[config.mk]
export PLATFORM = sky130hd
export DESIGN_NAME = port_e_pin_function_select
export DESIGN_NICKNAME = d
export VERILOG_FILES = /design/src/rtl/pin_mux_pkg.sv /design/src/rtl/port_e_pin_function_select.sv /design/src/rtl/pin_cell.sv
export SDC_FILE = /design/constraint.sdc
export NUM_CORES = 1
export LEC_CHECK = 0
export ABC_CLOCK_PERIOD_IN_PS = 1580
export BUFFER_PORTS_ARGS = -buffer_cell sky130_fd_sc_hd__buf_2
export CAP_MARGIN = 40
export CELL_PAD_IN_SITES_DETAIL_PLACEMENT = 0
export CELL_PAD_IN_SITES_GLOBAL_PLACEMENT = 1
export CORE_UTILIZATION = 30
export CTS_BUF_LIST = sky130_fd_sc_hd__clkbuf_8
export DETAILED_ROUTE_END_ITERATION = 8
export PLACE_DENSITY = 0.83
export SLEW_MARGIN = 20
export SYNTH_ARGS = -nofsm -noshare
export SYNTH_HDL_FRONTEND = slang
export SYNTH_SLANG_ARGS = --single-unit
[constraint.sdc]
create_clock -name pclk -period 1.58 [get_ports pclk]
set_clock_uncertainty 0.1 [all_clocks]
set_input_delay 0.079 -clock pclk [delete_from_list [all_inputs] [get_ports pclk]]
set_output_delay 0.079 -clock pclk [all_outputs]
set_load 0.02 [all_outputs]
[src/rtl/pin_mux_pkg.sv]
package pin_mux_pkg;

  // ****************************************************************
  // Register map (byte addresses, one aligned word each)
  // ****************************************************************
  localparam logic [11:0] upper_sel_addr = 12'h000;
  localparam logic [11:0] lower_sel_addr = 12'h004;
  localparam logic [11:0] direction_addr = 12'h008;
  localparam logic [11:0] mode_addr = 12'h00C;

  // ****************************************************************
  // Reset values and writable masks
  // ****************************************************************
  localparam logic [15:0] sel_reset = 16'h0000;
  localparam logic [15:0] direction_reset = 16'h0000;
  localparam logic [15:0] upper_write_mask = 16'hF000;
  localparam logic [15:0] lower_write_mask = 16'h55FF;

  // ****************************************************************
  // Field positions
  // ****************************************************************
  localparam int pin15_sel_pos = 14;
  localparam int pin14_sel_pos = 12;
  localparam int pin7_sel_pos = 14;
  localparam int pin6_sel_pos = 12;
  localparam int pin5_sel_pos = 10;
  localparam int pin4_sel_pos = 8;
  localparam int pin3_sel_pos = 6;
  localparam int pin2_sel_pos = 4;
  localparam int pin1_sel_pos = 2;
  localparam int pin0_sel_pos = 0;

  // ****************************************************************
  // Function codes
  // ****************************************************************
  localparam logic [1:0] code_gpio = 2'h0;
  localparam logic [1:0] code_timer = 2'h1;
  localparam logic [1:0] code_dma = 2'h2;
  localparam logic [1:0] code_addr_hold = 2'h3;

  // Resolved function of a pin, one-hot
  typedef enum logic [3:0] {
    fn_gpio = 4'h1,
    fn_timer = 4'h2,
    fn_periph = 4'h4,
    fn_reserved = 4'h8
  } pin_fn_t;

endpackage

[src/rtl/port_e_pin_function_select.sv]
// Contract
// Two 16-bit read/write select registers, upper for pins 15-8, lower for 7-0.
// Both clear on power-on reset; kept through watchdog reset, standby and sleep.
// Single-chip mode turns bus and DMA selections back into general port pins.
// Upper bits 15:14 pick pin 15: 00 port, 10 DMA ch1 acknowledge.
// Upper bits 13:12 pick pin 14: 00 port, 10 DMA ch0 ack, 11 address hold.
// Upper bits 11:0 read zero; software writes zeros there.
// Lower odd bits 15,13,11,9 read zero; software writes zeros there.
// Lower bits 14,12,10,8 route pins 7-4 to timer channels when set.
// Lower bits 7:6 pick pin 3: port, timer, or DMA ch1 accepted.
// Lower bits 5:4 pick pin 2: port, timer, or DMA ch1 request input.
// Lower bits 3:2 pick pin 1: port, timer, or DMA ch0 accepted.
// Lower bits 1:0 pick pin 0: port, timer, or DMA ch0 request input.
// Direction bit sets output or input for port and timer functions only.
// Reserved codes are illegal for software; pin function then undefined.
//
// Design decisions made here: the APB register port and the address map.
module port_e_pin_function_select (
  input wire logic pclk, // Bus clock
  input wire logic presetn, // Power-on reset, active low
  input wire logic psel, // APB select
  input wire logic penable, // APB enable
  input wire logic pwrite, // APB write
  input wire logic [11:0] paddr, // APB byte address
  input wire logic [31:0] pwdata, // APB write data
  input wire logic [3:0] pstrb, // APB byte strobes
  output logic [31:0] prdata, // APB read data
  output logic pready, // APB ready
  output logic pslverr, // APB error
  input wire logic single_chip, // Single-chip operating mode
  input wire logic [15:0] gpio_out, // Port data register bits
  output logic [15:0] gpio_in, // Pad levels to port data read
  input wire logic [7:0] timer_out, // Timer outputs for pins 7-0
  input wire logic [7:0] timer_oe, // Timer output enables
  output logic [7:0] timer_in, // Capture inputs for pins 7-0
  input wire logic dma_ch1_ack_out, // DMA ch1 acknowledge
  input wire logic dma_ch0_ack_out, // DMA ch0 acknowledge
  input wire logic addr_hold_out, // Bus address hold strobe
  input wire logic dma_ch1_accepted_out, // DMA ch1 request accepted
  input wire logic dma_ch0_accepted_out, // DMA ch0 request accepted
  output logic dma_ch1_request_in, // DMA ch1 request from pin 2
  output logic dma_ch0_request_in, // DMA ch0 request from pin 0
  input wire logic [15:0] pad_in, // Pad input levels
  output logic [15:0] pad_out, // Pad output values
  output logic [15:0] pad_oe // Pad output enables
);

  // ****************************************************************
  // Registers
  // ****************************************************************
  logic [15:0] upper_function_select_q;
  logic [15:0] upper_function_select_d;
  logic [15:0] lower_function_select_q;
  logic [15:0] lower_function_select_d;
  logic [15:0] port_e_direction_q;
  logic [15:0] port_e_direction_d;
  logic [31:0] prdata_q;
  logic [31:0] prdata_d;
  logic pslverr_q;
  logic pslverr_d;

  pin_mux_pkg::pin_fn_t fn [16];
  logic [15:0] periph_out;
  logic [15:0] periph_is_out;

  // ****************************************************************
  // Helper functions
  // ****************************************************************
  // Merge write data into a register, honouring strobes and the writable mask
  function automatic logic [15:0] merge(input logic [15:0] old, input logic [31:0] wd,
                                        input logic [3:0] strb, input logic [15:0] mask);
    logic [15:0] lanes;
    lanes = {{8{strb[1]}}, {8{strb[0]}}} & mask;
    merge = (old & ~lanes) | (wd[15:0] & lanes);
  endfunction

  // Resolve a two-bit code; code_dma/addr_hold only legal where allowed
  function automatic pin_mux_pkg::pin_fn_t resolve(input logic [1:0] code,
                                                   input logic timer_ok,
                                                   input logic dma_ok,
                                                   input logic hold_ok,
                                                   input logic sc);
    case (code)
      pin_mux_pkg::code_gpio: resolve = pin_mux_pkg::fn_gpio;
      pin_mux_pkg::code_timer:
        resolve = timer_ok ? pin_mux_pkg::fn_timer : pin_mux_pkg::fn_reserved;
      pin_mux_pkg::code_dma:
        resolve = !dma_ok ? pin_mux_pkg::fn_reserved
                : (sc ? pin_mux_pkg::fn_gpio : pin_mux_pkg::fn_periph);
      pin_mux_pkg::code_addr_hold:
        resolve = !hold_ok ? pin_mux_pkg::fn_reserved
                : (sc ? pin_mux_pkg::fn_gpio : pin_mux_pkg::fn_periph);
      default: resolve = pin_mux_pkg::fn_reserved;
    endcase
  endfunction

  // One-bit field: set routes the pin to its timer channel
  function automatic pin_mux_pkg::pin_fn_t timer_fn(input logic sel);
    timer_fn = sel ? pin_mux_pkg::fn_timer : pin_mux_pkg::fn_gpio;
  endfunction

  // ****************************************************************
  // APB slave
  // ****************************************************************
  logic access;
  logic addr_ok;

  assign access = psel & penable;
  assign pready = 1'b1;
  assign prdata = prdata_q;
  assign pslverr = pslverr_q;

  always_comb
  begin
    addr_ok = (paddr == pin_mux_pkg::upper_sel_addr) || (paddr == pin_mux_pkg::lower_sel_addr)
           || (paddr == pin_mux_pkg::direction_addr) || (paddr == pin_mux_pkg::mode_addr);
    upper_function_select_d = upper_function_select_q;
    lower_function_select_d = lower_function_select_q;
    port_e_direction_d = port_e_direction_q;
    prdata_d = prdata_q;
    // Judged in setup so the error stands for exactly the access cycle
    pslverr_d = psel & ~penable & ~addr_ok;
    if (psel & ~penable)
    begin
      // Read data is captured in setup so it stands through the access phase
      prdata_d = 32'h0000_0000;
      case (paddr)
        pin_mux_pkg::upper_sel_addr:
          prdata_d = {16'h0000, upper_function_select_q & pin_mux_pkg::upper_write_mask};
        pin_mux_pkg::lower_sel_addr:
          prdata_d = {16'h0000, lower_function_select_q & pin_mux_pkg::lower_write_mask};
        pin_mux_pkg::direction_addr: prdata_d = {16'h0000, port_e_direction_q};
        pin_mux_pkg::mode_addr: prdata_d = {31'h0000_0000, single_chip};
        default: prdata_d = 32'h0000_0000;
      endcase
    end
    if (access)
    begin
      if (pwrite)
      begin
        case (paddr)
          pin_mux_pkg::upper_sel_addr:
            upper_function_select_d = merge(upper_function_select_q, pwdata, pstrb,
                                            pin_mux_pkg::upper_write_mask);
          pin_mux_pkg::lower_sel_addr:
            lower_function_select_d = merge(lower_function_select_q, pwdata, pstrb,
                                            pin_mux_pkg::lower_write_mask);
          pin_mux_pkg::direction_addr:
            port_e_direction_d = merge(port_e_direction_q, pwdata, pstrb, 16'hFFFF);
          default: port_e_direction_d = port_e_direction_q;
        endcase
      end
    end
  end

  // Only the power-on reset reaches these flops; watchdog, standby and sleep
  // never touch presetn, so the selections survive them.
  always_ff @(posedge pclk or negedge presetn)
  begin
    if (!presetn)
    begin
      upper_function_select_q <= pin_mux_pkg::sel_reset;
      lower_function_select_q <= pin_mux_pkg::sel_reset;
      port_e_direction_q <= pin_mux_pkg::direction_reset;
      prdata_q <= 32'h0000_0000;
      pslverr_q <= 1'b0;
    end
    else
    begin
      upper_function_select_q <= upper_function_select_d;
      lower_function_select_q <= lower_function_select_d;
      port_e_direction_q <= port_e_direction_d;
      prdata_q <= prdata_d;
      pslverr_q <= pslverr_d;
    end
  end

  // ****************************************************************
  // Function decode
  // ****************************************************************
  logic [1:0] pin15_sel;
  logic [1:0] pin14_sel;
  logic [1:0] pin3_sel;
  logic [1:0] pin2_sel;
  logic [1:0] pin1_sel;
  logic [1:0] pin0_sel;
  logic pin7_sel;
  logic pin6_sel;
  logic pin5_sel;
  logic pin4_sel;

  assign pin15_sel = upper_function_select_q[pin_mux_pkg::pin15_sel_pos +: 2];
  assign pin14_sel = upper_function_select_q[pin_mux_pkg::pin14_sel_pos +: 2];
  assign pin3_sel = lower_function_select_q[pin_mux_pkg::pin3_sel_pos +: 2];
  assign pin2_sel = lower_function_select_q[pin_mux_pkg::pin2_sel_pos +: 2];
  assign pin1_sel = lower_function_select_q[pin_mux_pkg::pin1_sel_pos +: 2];
  assign pin0_sel = lower_function_select_q[pin_mux_pkg::pin0_sel_pos +: 2];
  assign pin7_sel = lower_function_select_q[pin_mux_pkg::pin7_sel_pos];
  assign pin6_sel = lower_function_select_q[pin_mux_pkg::pin6_sel_pos];
  assign pin5_sel = lower_function_select_q[pin_mux_pkg::pin5_sel_pos];
  assign pin4_sel = lower_function_select_q[pin_mux_pkg::pin4_sel_pos];

  always_comb
  begin
    for (int i = 8; i < 14; i++)
    begin
      fn[i] = pin_mux_pkg::fn_gpio;
    end
    fn[15] = resolve(pin15_sel, 1'b0, 1'b1, 1'b0, single_chip);
    fn[14] = resolve(pin14_sel, 1'b0, 1'b1, 1'b1, single_chip);
    fn[7] = timer_fn(pin7_sel);
    fn[6] = timer_fn(pin6_sel);
    fn[5] = timer_fn(pin5_sel);
    fn[4] = timer_fn(pin4_sel);
    fn[3] = resolve(pin3_sel, 1'b1, 1'b1, 1'b0, single_chip);
    fn[2] = resolve(pin2_sel, 1'b1, 1'b1, 1'b0, single_chip);
    fn[1] = resolve(pin1_sel, 1'b1, 1'b1, 1'b0, single_chip);
    fn[0] = resolve(pin0_sel, 1'b1, 1'b1, 1'b0, single_chip);
  end

  // ****************************************************************
  // Peripheral routing
  // ****************************************************************
  // Peripheral output values; pins 2 and 0 are inputs for the DMA requests
  always_comb
  begin
    periph_out = 16'h0000;
    periph_is_out = 16'h0000;
    periph_out[15] = dma_ch1_ack_out;
    periph_is_out[15] = 1'b1;
    periph_out[14] = (pin14_sel == pin_mux_pkg::code_addr_hold)
                   ? addr_hold_out : dma_ch0_ack_out;
    periph_is_out[14] = 1'b1;
    periph_out[3] = dma_ch1_accepted_out;
    periph_is_out[3] = 1'b1;
    periph_out[1] = dma_ch0_accepted_out;
    periph_is_out[1] = 1'b1;
  end

  // ****************************************************************
  // Pad cells
  // ****************************************************************
  for (genvar p = 0; p < 16; p++)
  begin : g_pin
    pin_cell u_cell (
      .gpio_out(gpio_out[p]),
      .dir(port_e_direction_q[p]),
      .timer_out(p < 8 ? timer_out[p % 8] : 1'b0),
      .timer_oe(p < 8 ? timer_oe[p % 8] : 1'b0),
      .periph_out(periph_out[p]),
      .periph_is_out(periph_is_out[p]),
      .fn(fn[p]),
      .pad_out(pad_out[p]),
      .pad_oe(pad_oe[p])
    );
  end

  // ****************************************************************
  // Pin inputs
  // ****************************************************************
  // Timer and DMA request inputs are gated so an unselected function sees a quiet zero; gpio_in follows pad_in ungated
  always_comb
  begin
    gpio_in = pad_in;
    for (int i = 0; i < 8; i++)
    begin
      timer_in[i] = (fn[i] == pin_mux_pkg::fn_timer) & ~port_e_direction_q[i]
                  & pad_in[i];
    end
    dma_ch1_request_in = (fn[2] == pin_mux_pkg::fn_periph) & pad_in[2];
    dma_ch0_request_in = (fn[0] == pin_mux_pkg::fn_periph) & pad_in[0];
  end

  logic unused_ok;
  assign unused_ok = (|pwdata[31:16]) | (|pstrb[3:2]);

endmodule

[src/rtl/pin_cell.sv]
module pin_cell (
  input wire logic gpio_out, // Port data bit
  input wire logic dir, // Direction bit, 1 is output
  input wire logic timer_out, // Timer compare output
  input wire logic timer_oe, // Timer drives the pin
  input wire logic periph_out, // Bus or DMA output value
  input wire logic periph_is_out, // Peripheral function is an output
  input wire pin_mux_pkg::pin_fn_t fn, // Resolved function
  output logic pad_out, // Pad output value
  output logic pad_oe // Pad output enable
);

  always_comb
  begin
    pad_out = 1'b0;
    pad_oe = 1'b0;
    case (fn)
      pin_mux_pkg::fn_gpio:
      begin
        pad_out = gpio_out;
        pad_oe = dir;
      end
      pin_mux_pkg::fn_timer:
      begin
        pad_out = timer_out;
        pad_oe = dir & timer_oe;
      end
      pin_mux_pkg::fn_periph:
      begin
        pad_out = periph_out;
        pad_oe = periph_is_out;
      end
      default:
      begin
        // Reserved codes leave the pad undriven
        pad_out = 1'b0;
        pad_oe = 1'b0;
      end
    endcase
  end

endmodule

# Yosys cells after proc, flatten, opt, wreduce, memory -nomap -nowiden
# Cells that the tools add are included.
totals:
  inputBits: 107
  out_inout_bits: 92
  reg_bits: 81
  word_cells: 149
op_classes:
  n_bitwise: 51
  n_reduce_logical: 15
  n_eq_ne: 45
  n_mux: 33
op_table:
  columns: ["op", "n"]
  rows:
  - ["AND 16 bit", 5]
  - ["case mux 16 bit (4 select lines)", 1]
  - ["case mux 4 bit (4 select lines)", 4]
  - ["OR 16 bit", 3]
  - ["equality test 2 bit (second input constant)", 16]
  - ["inverter 16 bit", 2]
  - ["case mux 1 bit (2 select lines)", 16]
  - ["AND 1 bit", 29]
  - ["equality test 12 x 4 -> 1 bit (second input constant)", 2]
  - ["equality test 4 x 1 -> 1 bit (second input constant)", 6]
  - ["equality test 4 x 3 -> 1 bit (second input constant)", 6]
  - ["case mux 4 bit (3 select lines)", 2]
  - ["equality test 2 x 1 -> 1 bit (second input constant)", 10]
  - ["AND 16 x 15 -> 16 bit", 1]
  - ["equality test 4 x 2 -> 1 bit (second input constant)", 4]
  - ["inverter 15 -> 16 bit", 1]
  - ["equality test 12 x 3 -> 1 bit (second input constant)", 1]
  - ["zero test 12 bit", 1]
  - ["zero test 2 bit", 6]
  - ["case mux 1 bit (3 select lines)", 4]
  - ["inverter 1 bit", 10]
  - ["AND reduction 3 bit", 3]
  - ["2-to-1 mux 2 bit", 4]
  - ["OR reduction 2 bit", 2]
  - ["other kinds (3)", 5]

# Longest topological paths before layout
logic_depth:
  depth_word: 6
  ltp_mapped: 5
  ltp_nobuf: 3

# Modules after synthesis
# Synthesis repeated with hierarchy kept, for this count alone.
unflattened:
  cells_unflattened: 419
  area_unflattened_um2: 3761.1
by_module_without_submodules:
  columns: ["mod", "instances", "cells_each", "area_each_um2", "seq_area_each_um2"]
  rows:
  - ["port_e_pin_function_select", 1, 243, 2640.0, 1226.2]
  - ["pin_cell", 16, 11, 70.1, 0.0]

# Worst setup path before layout
# Ideal clock, no wire load.
synth_timing:
  path_type: "input to register"
  start: "input paddr[2]"
  end: "register with a tool-made name"
  slack_ps: -290
  setup_time_ps: 125
  path_stages: 4
  n_path_buf: 1
  required_time_ps: 1355
  arrival_time_ps: 1645
  path_cell_list: "clkbuf_2 > or4b_1 > nor4_4 > mux2_2"
synth_rtl:
  columns: ["item", "line", "text"]
  rows:
  - ["start: declaration", "port_e_pin_function_select.sv:24", "input wire logic [11:0] paddr,"]

==> run metrics <==
global-route wire length before repair 12.45 mm; Cell variety after synth 39; WP data arrival around 1.7 ns; sequential share of power 0.498; drt via density 4.593; Tot Pwr between 2 and 3 mW; H-tree depth 2; Final Non-Filler Cells between 500 and 600; Tightest Pin Transition between 0.6 and 0.7 ns; maxcap violations 0; Initial DRC Count 112; Final ANT Viol Nets 0; WL final about 8.7 mm; Max stage delay on crit path 0.57 ns; clock buffer depth 2; CTS Buf Count 5; initial antenna violation count 0; clock share of power 0.353; DRC violations left 0; internal power 1.882 mW; DRT Pass-1 Iters 4; Antenna Cells 0; RSZ-0062 raised after global routing no; Die Y 103.5 um; final setup fails 0; crit end category register; Root Driver clkbuf_8; Critical Path Fanout Max 4; IO Count between 150 and 200; Avg Cell Area, Syn slightly above 10 um^2; hold crit path type input pin to output port; vias in the first global route about 2.4k; synth-to-layout area growth 30.82%; worst path required time between 1.5 and 2 ns; Max VDD drop between 0.3 and 0.4 mV; Slew headroom 0.5776; routability cong. roughly 0.84; max-slew violation count 0; CTS tree done; cell area power density slightly above 600 nW/um^2; critical path startpoint category input pin; CP Class input pin to register; Seq/Total Area, Yosys 0.3969; TNS Setup 0 ns; status completed; final hold violation count 0; PortBufs between 100 and 150; insertion delay to the later sink of the worst-skew pair about 0.3 ns; wire length per cell around 15 um; final worst-path cycle share 0.9897; CP max stage cell or4b_4; reg-to-reg slack, setup 0.22 ns; critical path, cell by cell buf_2 -> or4b_4 -> nor4_4 -> buf_4 -> mux2_2; Global Route Usage Sum 0.1580; Synth Instances around 300; combinational share of power 0.149; NetSw ~0.64 mW; dpl cells 534; layout cells sized above 1 0.5163; flops & latches, synth slightly below 50; Sw Share 0.2533; DIE AREA 10710 um^2; GR Overflow Total 0; core footprint between 9000 and 10000 um^2; Sink Count 49; largest net degree at the start of global routing 50; # fillers just under 1k; HPWL Detailed 6.876 mm; Die Wd 103.5 um; Fmax 639.5 MHz; routed vias between 2k and 3k; Starting Density 0.3132; Pleak approximately 2.1 nW; Reg clk slew, reported paths ~0.080 ns; nets@finish approximately 540; post-layout min period around 1.6 ns; YS warnings 0; Core Rows 36; Synth Cell Area 3089 um^2
[per-layer routing]
| layer | share of wire | wire length (um) | global-route usage |
|---|---|---|---|
| met2 | 0.48 | 4118 | 0.2613 |
| met3 | 0.051 | 442 | 0.02352 |
| met5 | 0 | 0 | 0 |
| met4 | 0.015 | 129 | 0.05417 |
| met1 | 0.46 | 3964 | 0.2108 |
[cells in the mapped netlist]
master	count	area, um^2
nor2b_1	3	18.77
buf_2	1	5.000
o32ai_1	2	17.52
nor4_4	5	106.4
a22o_1	4	35.03
a31oi_1	2	12.51
clkbuf_1	4	15.01
conb_1	2	7.510
o31ai_1	2	15.01
mux2i_1	9	90.09
or4_1	3	22.52
nor4_1	3	18.77
mux2_1	1	11.26
nand4_1	5	31.28
nor4bb_1	2	20.02
nor3_1	5	25.02
mux2_2	35	394.1
a21oi_1	8	40.04
buf_4	66	495.5
or2_2	1	6.260
o21a_1	2	15.01
and4_1	2	17.52
inv_1	25	93.84
nand3b_1	1	7.510
and2_1	2	12.51
nand2b_1	2	12.51
clkbuf_2	1	5.000
o22ai_1	2	12.51
a32o_1	2	20.02
dfrtp_1	49	1226
o221ai_1	9	78.83
o21ai_0	8	40.04
a21boi_0	1	7.510
o2bb2ai_1	2	17.52
or4b_2	1	10.01
nand2_1	20	75.07
and3_1	4	25.02
or4b_1	1	10.01
nor2_1	4	15.01
[cell families (layout without fill, tap and decap cells)]
group                  count (synthesis)  in the layout  share of synthesized area
multiplexers                          45             45                     0.1604
AND/OR/NAND/NOR                       64             64                     0.1405
flip-flops                            49             49                     0.3969
AO/OA/AOI/OAI                         44             44                     0.1009
other                                  2             17                   0.002431
buffers and inverters                 97            211                     0.1989
[path summary, 6_finish.rpt]
check | from | end | depth (start not counted)
hold / removal | pad_in[11] | gpio_in[11] | 0
setup / recovery | paddr[11] | register | 5
min in group asynchronous | presetn | asynchronous set/reset pin | 3
max in group asynchronous | presetn | asynchronous set/reset pin | 3
hold reg to reg | prdata[15]$_DFFE_PN0P_ | prdata[15]$_DFFE_PN0P_ | 2
setup reg to reg | register | prdata[12]$_DFFE_PN0P_ | 5
[through the flow]
| stage | setup WS, ns | hold slack [ns] | utilization | instance area [um^2] |
|---|---|---|---|---|
| 2_1_floorplan | -0.2634 | -0.3166 | - | 3249 |
| 3_3_place_gp | -0.3009 | 0.05814 | 0.3747 | 3696 |
| 3_5_place_dp | -0.3515 | 0.05814 | 0.3747 | 3696 |
| 4_1_cts | 0.002676 | 0.05814 | 0.4045 | 3990 |
| 5_1_grt | 0.003680 | 0.05803 | 0.4097 | 4041 |
| 6_report | 0.01630 | 0.05801 | 0.4097 | 4041 |
[cells in the final DEF, fill, tap and decap left out, drive strengths merged, types with 3 or more instances in the layout]
cell | Yosys | final
a21oi | 8 | 8
a22o | 4 | 4
and3 | 4 | 4
buf | 67 | 161
clkbuf | 5 | 5
conb | 2 | 17
dfrtp | 49 | 49
dlygate4sd3 | 0 | 17
inv | 25 | 26
mux2 | 36 | 36
mux2i | 9 | 9
nand2 | 20 | 20
nand4 | 5 | 5
nor2 | 4 | 4
nor2b | 3 | 3
nor3 | 5 | 5
nor4 | 8 | 8
o21ai | 8 | 8
o221ai | 9 | 9
or4 | 3 | 3
[critical path: cells and delay by family]
| family | cells | cell delay (ns) |
|---|---|---|
| buffers and inverters | 2 | 0.31 |
| multiplexers | 1 | 0.33 |
| AND/OR/NAND/NOR | 2 | 0.92 |
[timing repair]
| action | 4_1_cts | 5_1_grt |
|---|---|---|
| hold buffers | 17 | 0 |
| endpoints found under the setup margin | 9 | 17 |
| pin swaps | 2 | 5 |
| buffers inserted | 0 | 4 |
| gates resized for setup | 3 | 12 |
| hold endpoints to repair | 81 | 0 |
[power by group through the flow]
stage	clock [mW]	combinational (mW)	sequential [mW]
final	0.890	0.375	1.26
after global routing	0.985	0.413	1.26
after CTS	0.919	0.376	1.26
after detailed placement	0	0.341	1.28
after global placement	0	0.333	1.28
after floorplan	0	0.273	1.28
[layout make-up]
class	count	area [um^2]	area share
tap	133	166.4	0.04118
clock buffer	5	68.82	0.01703
timing repair buffer	178	1055	0.2610
sequential	49	1232	0.3050
multi-input combinational	170	1383	0.3421
clock inverter	3	42.54	0.01053
inverter	25	93.84	0.02322
Note: power is estimated with default switching activity, not from simulation.
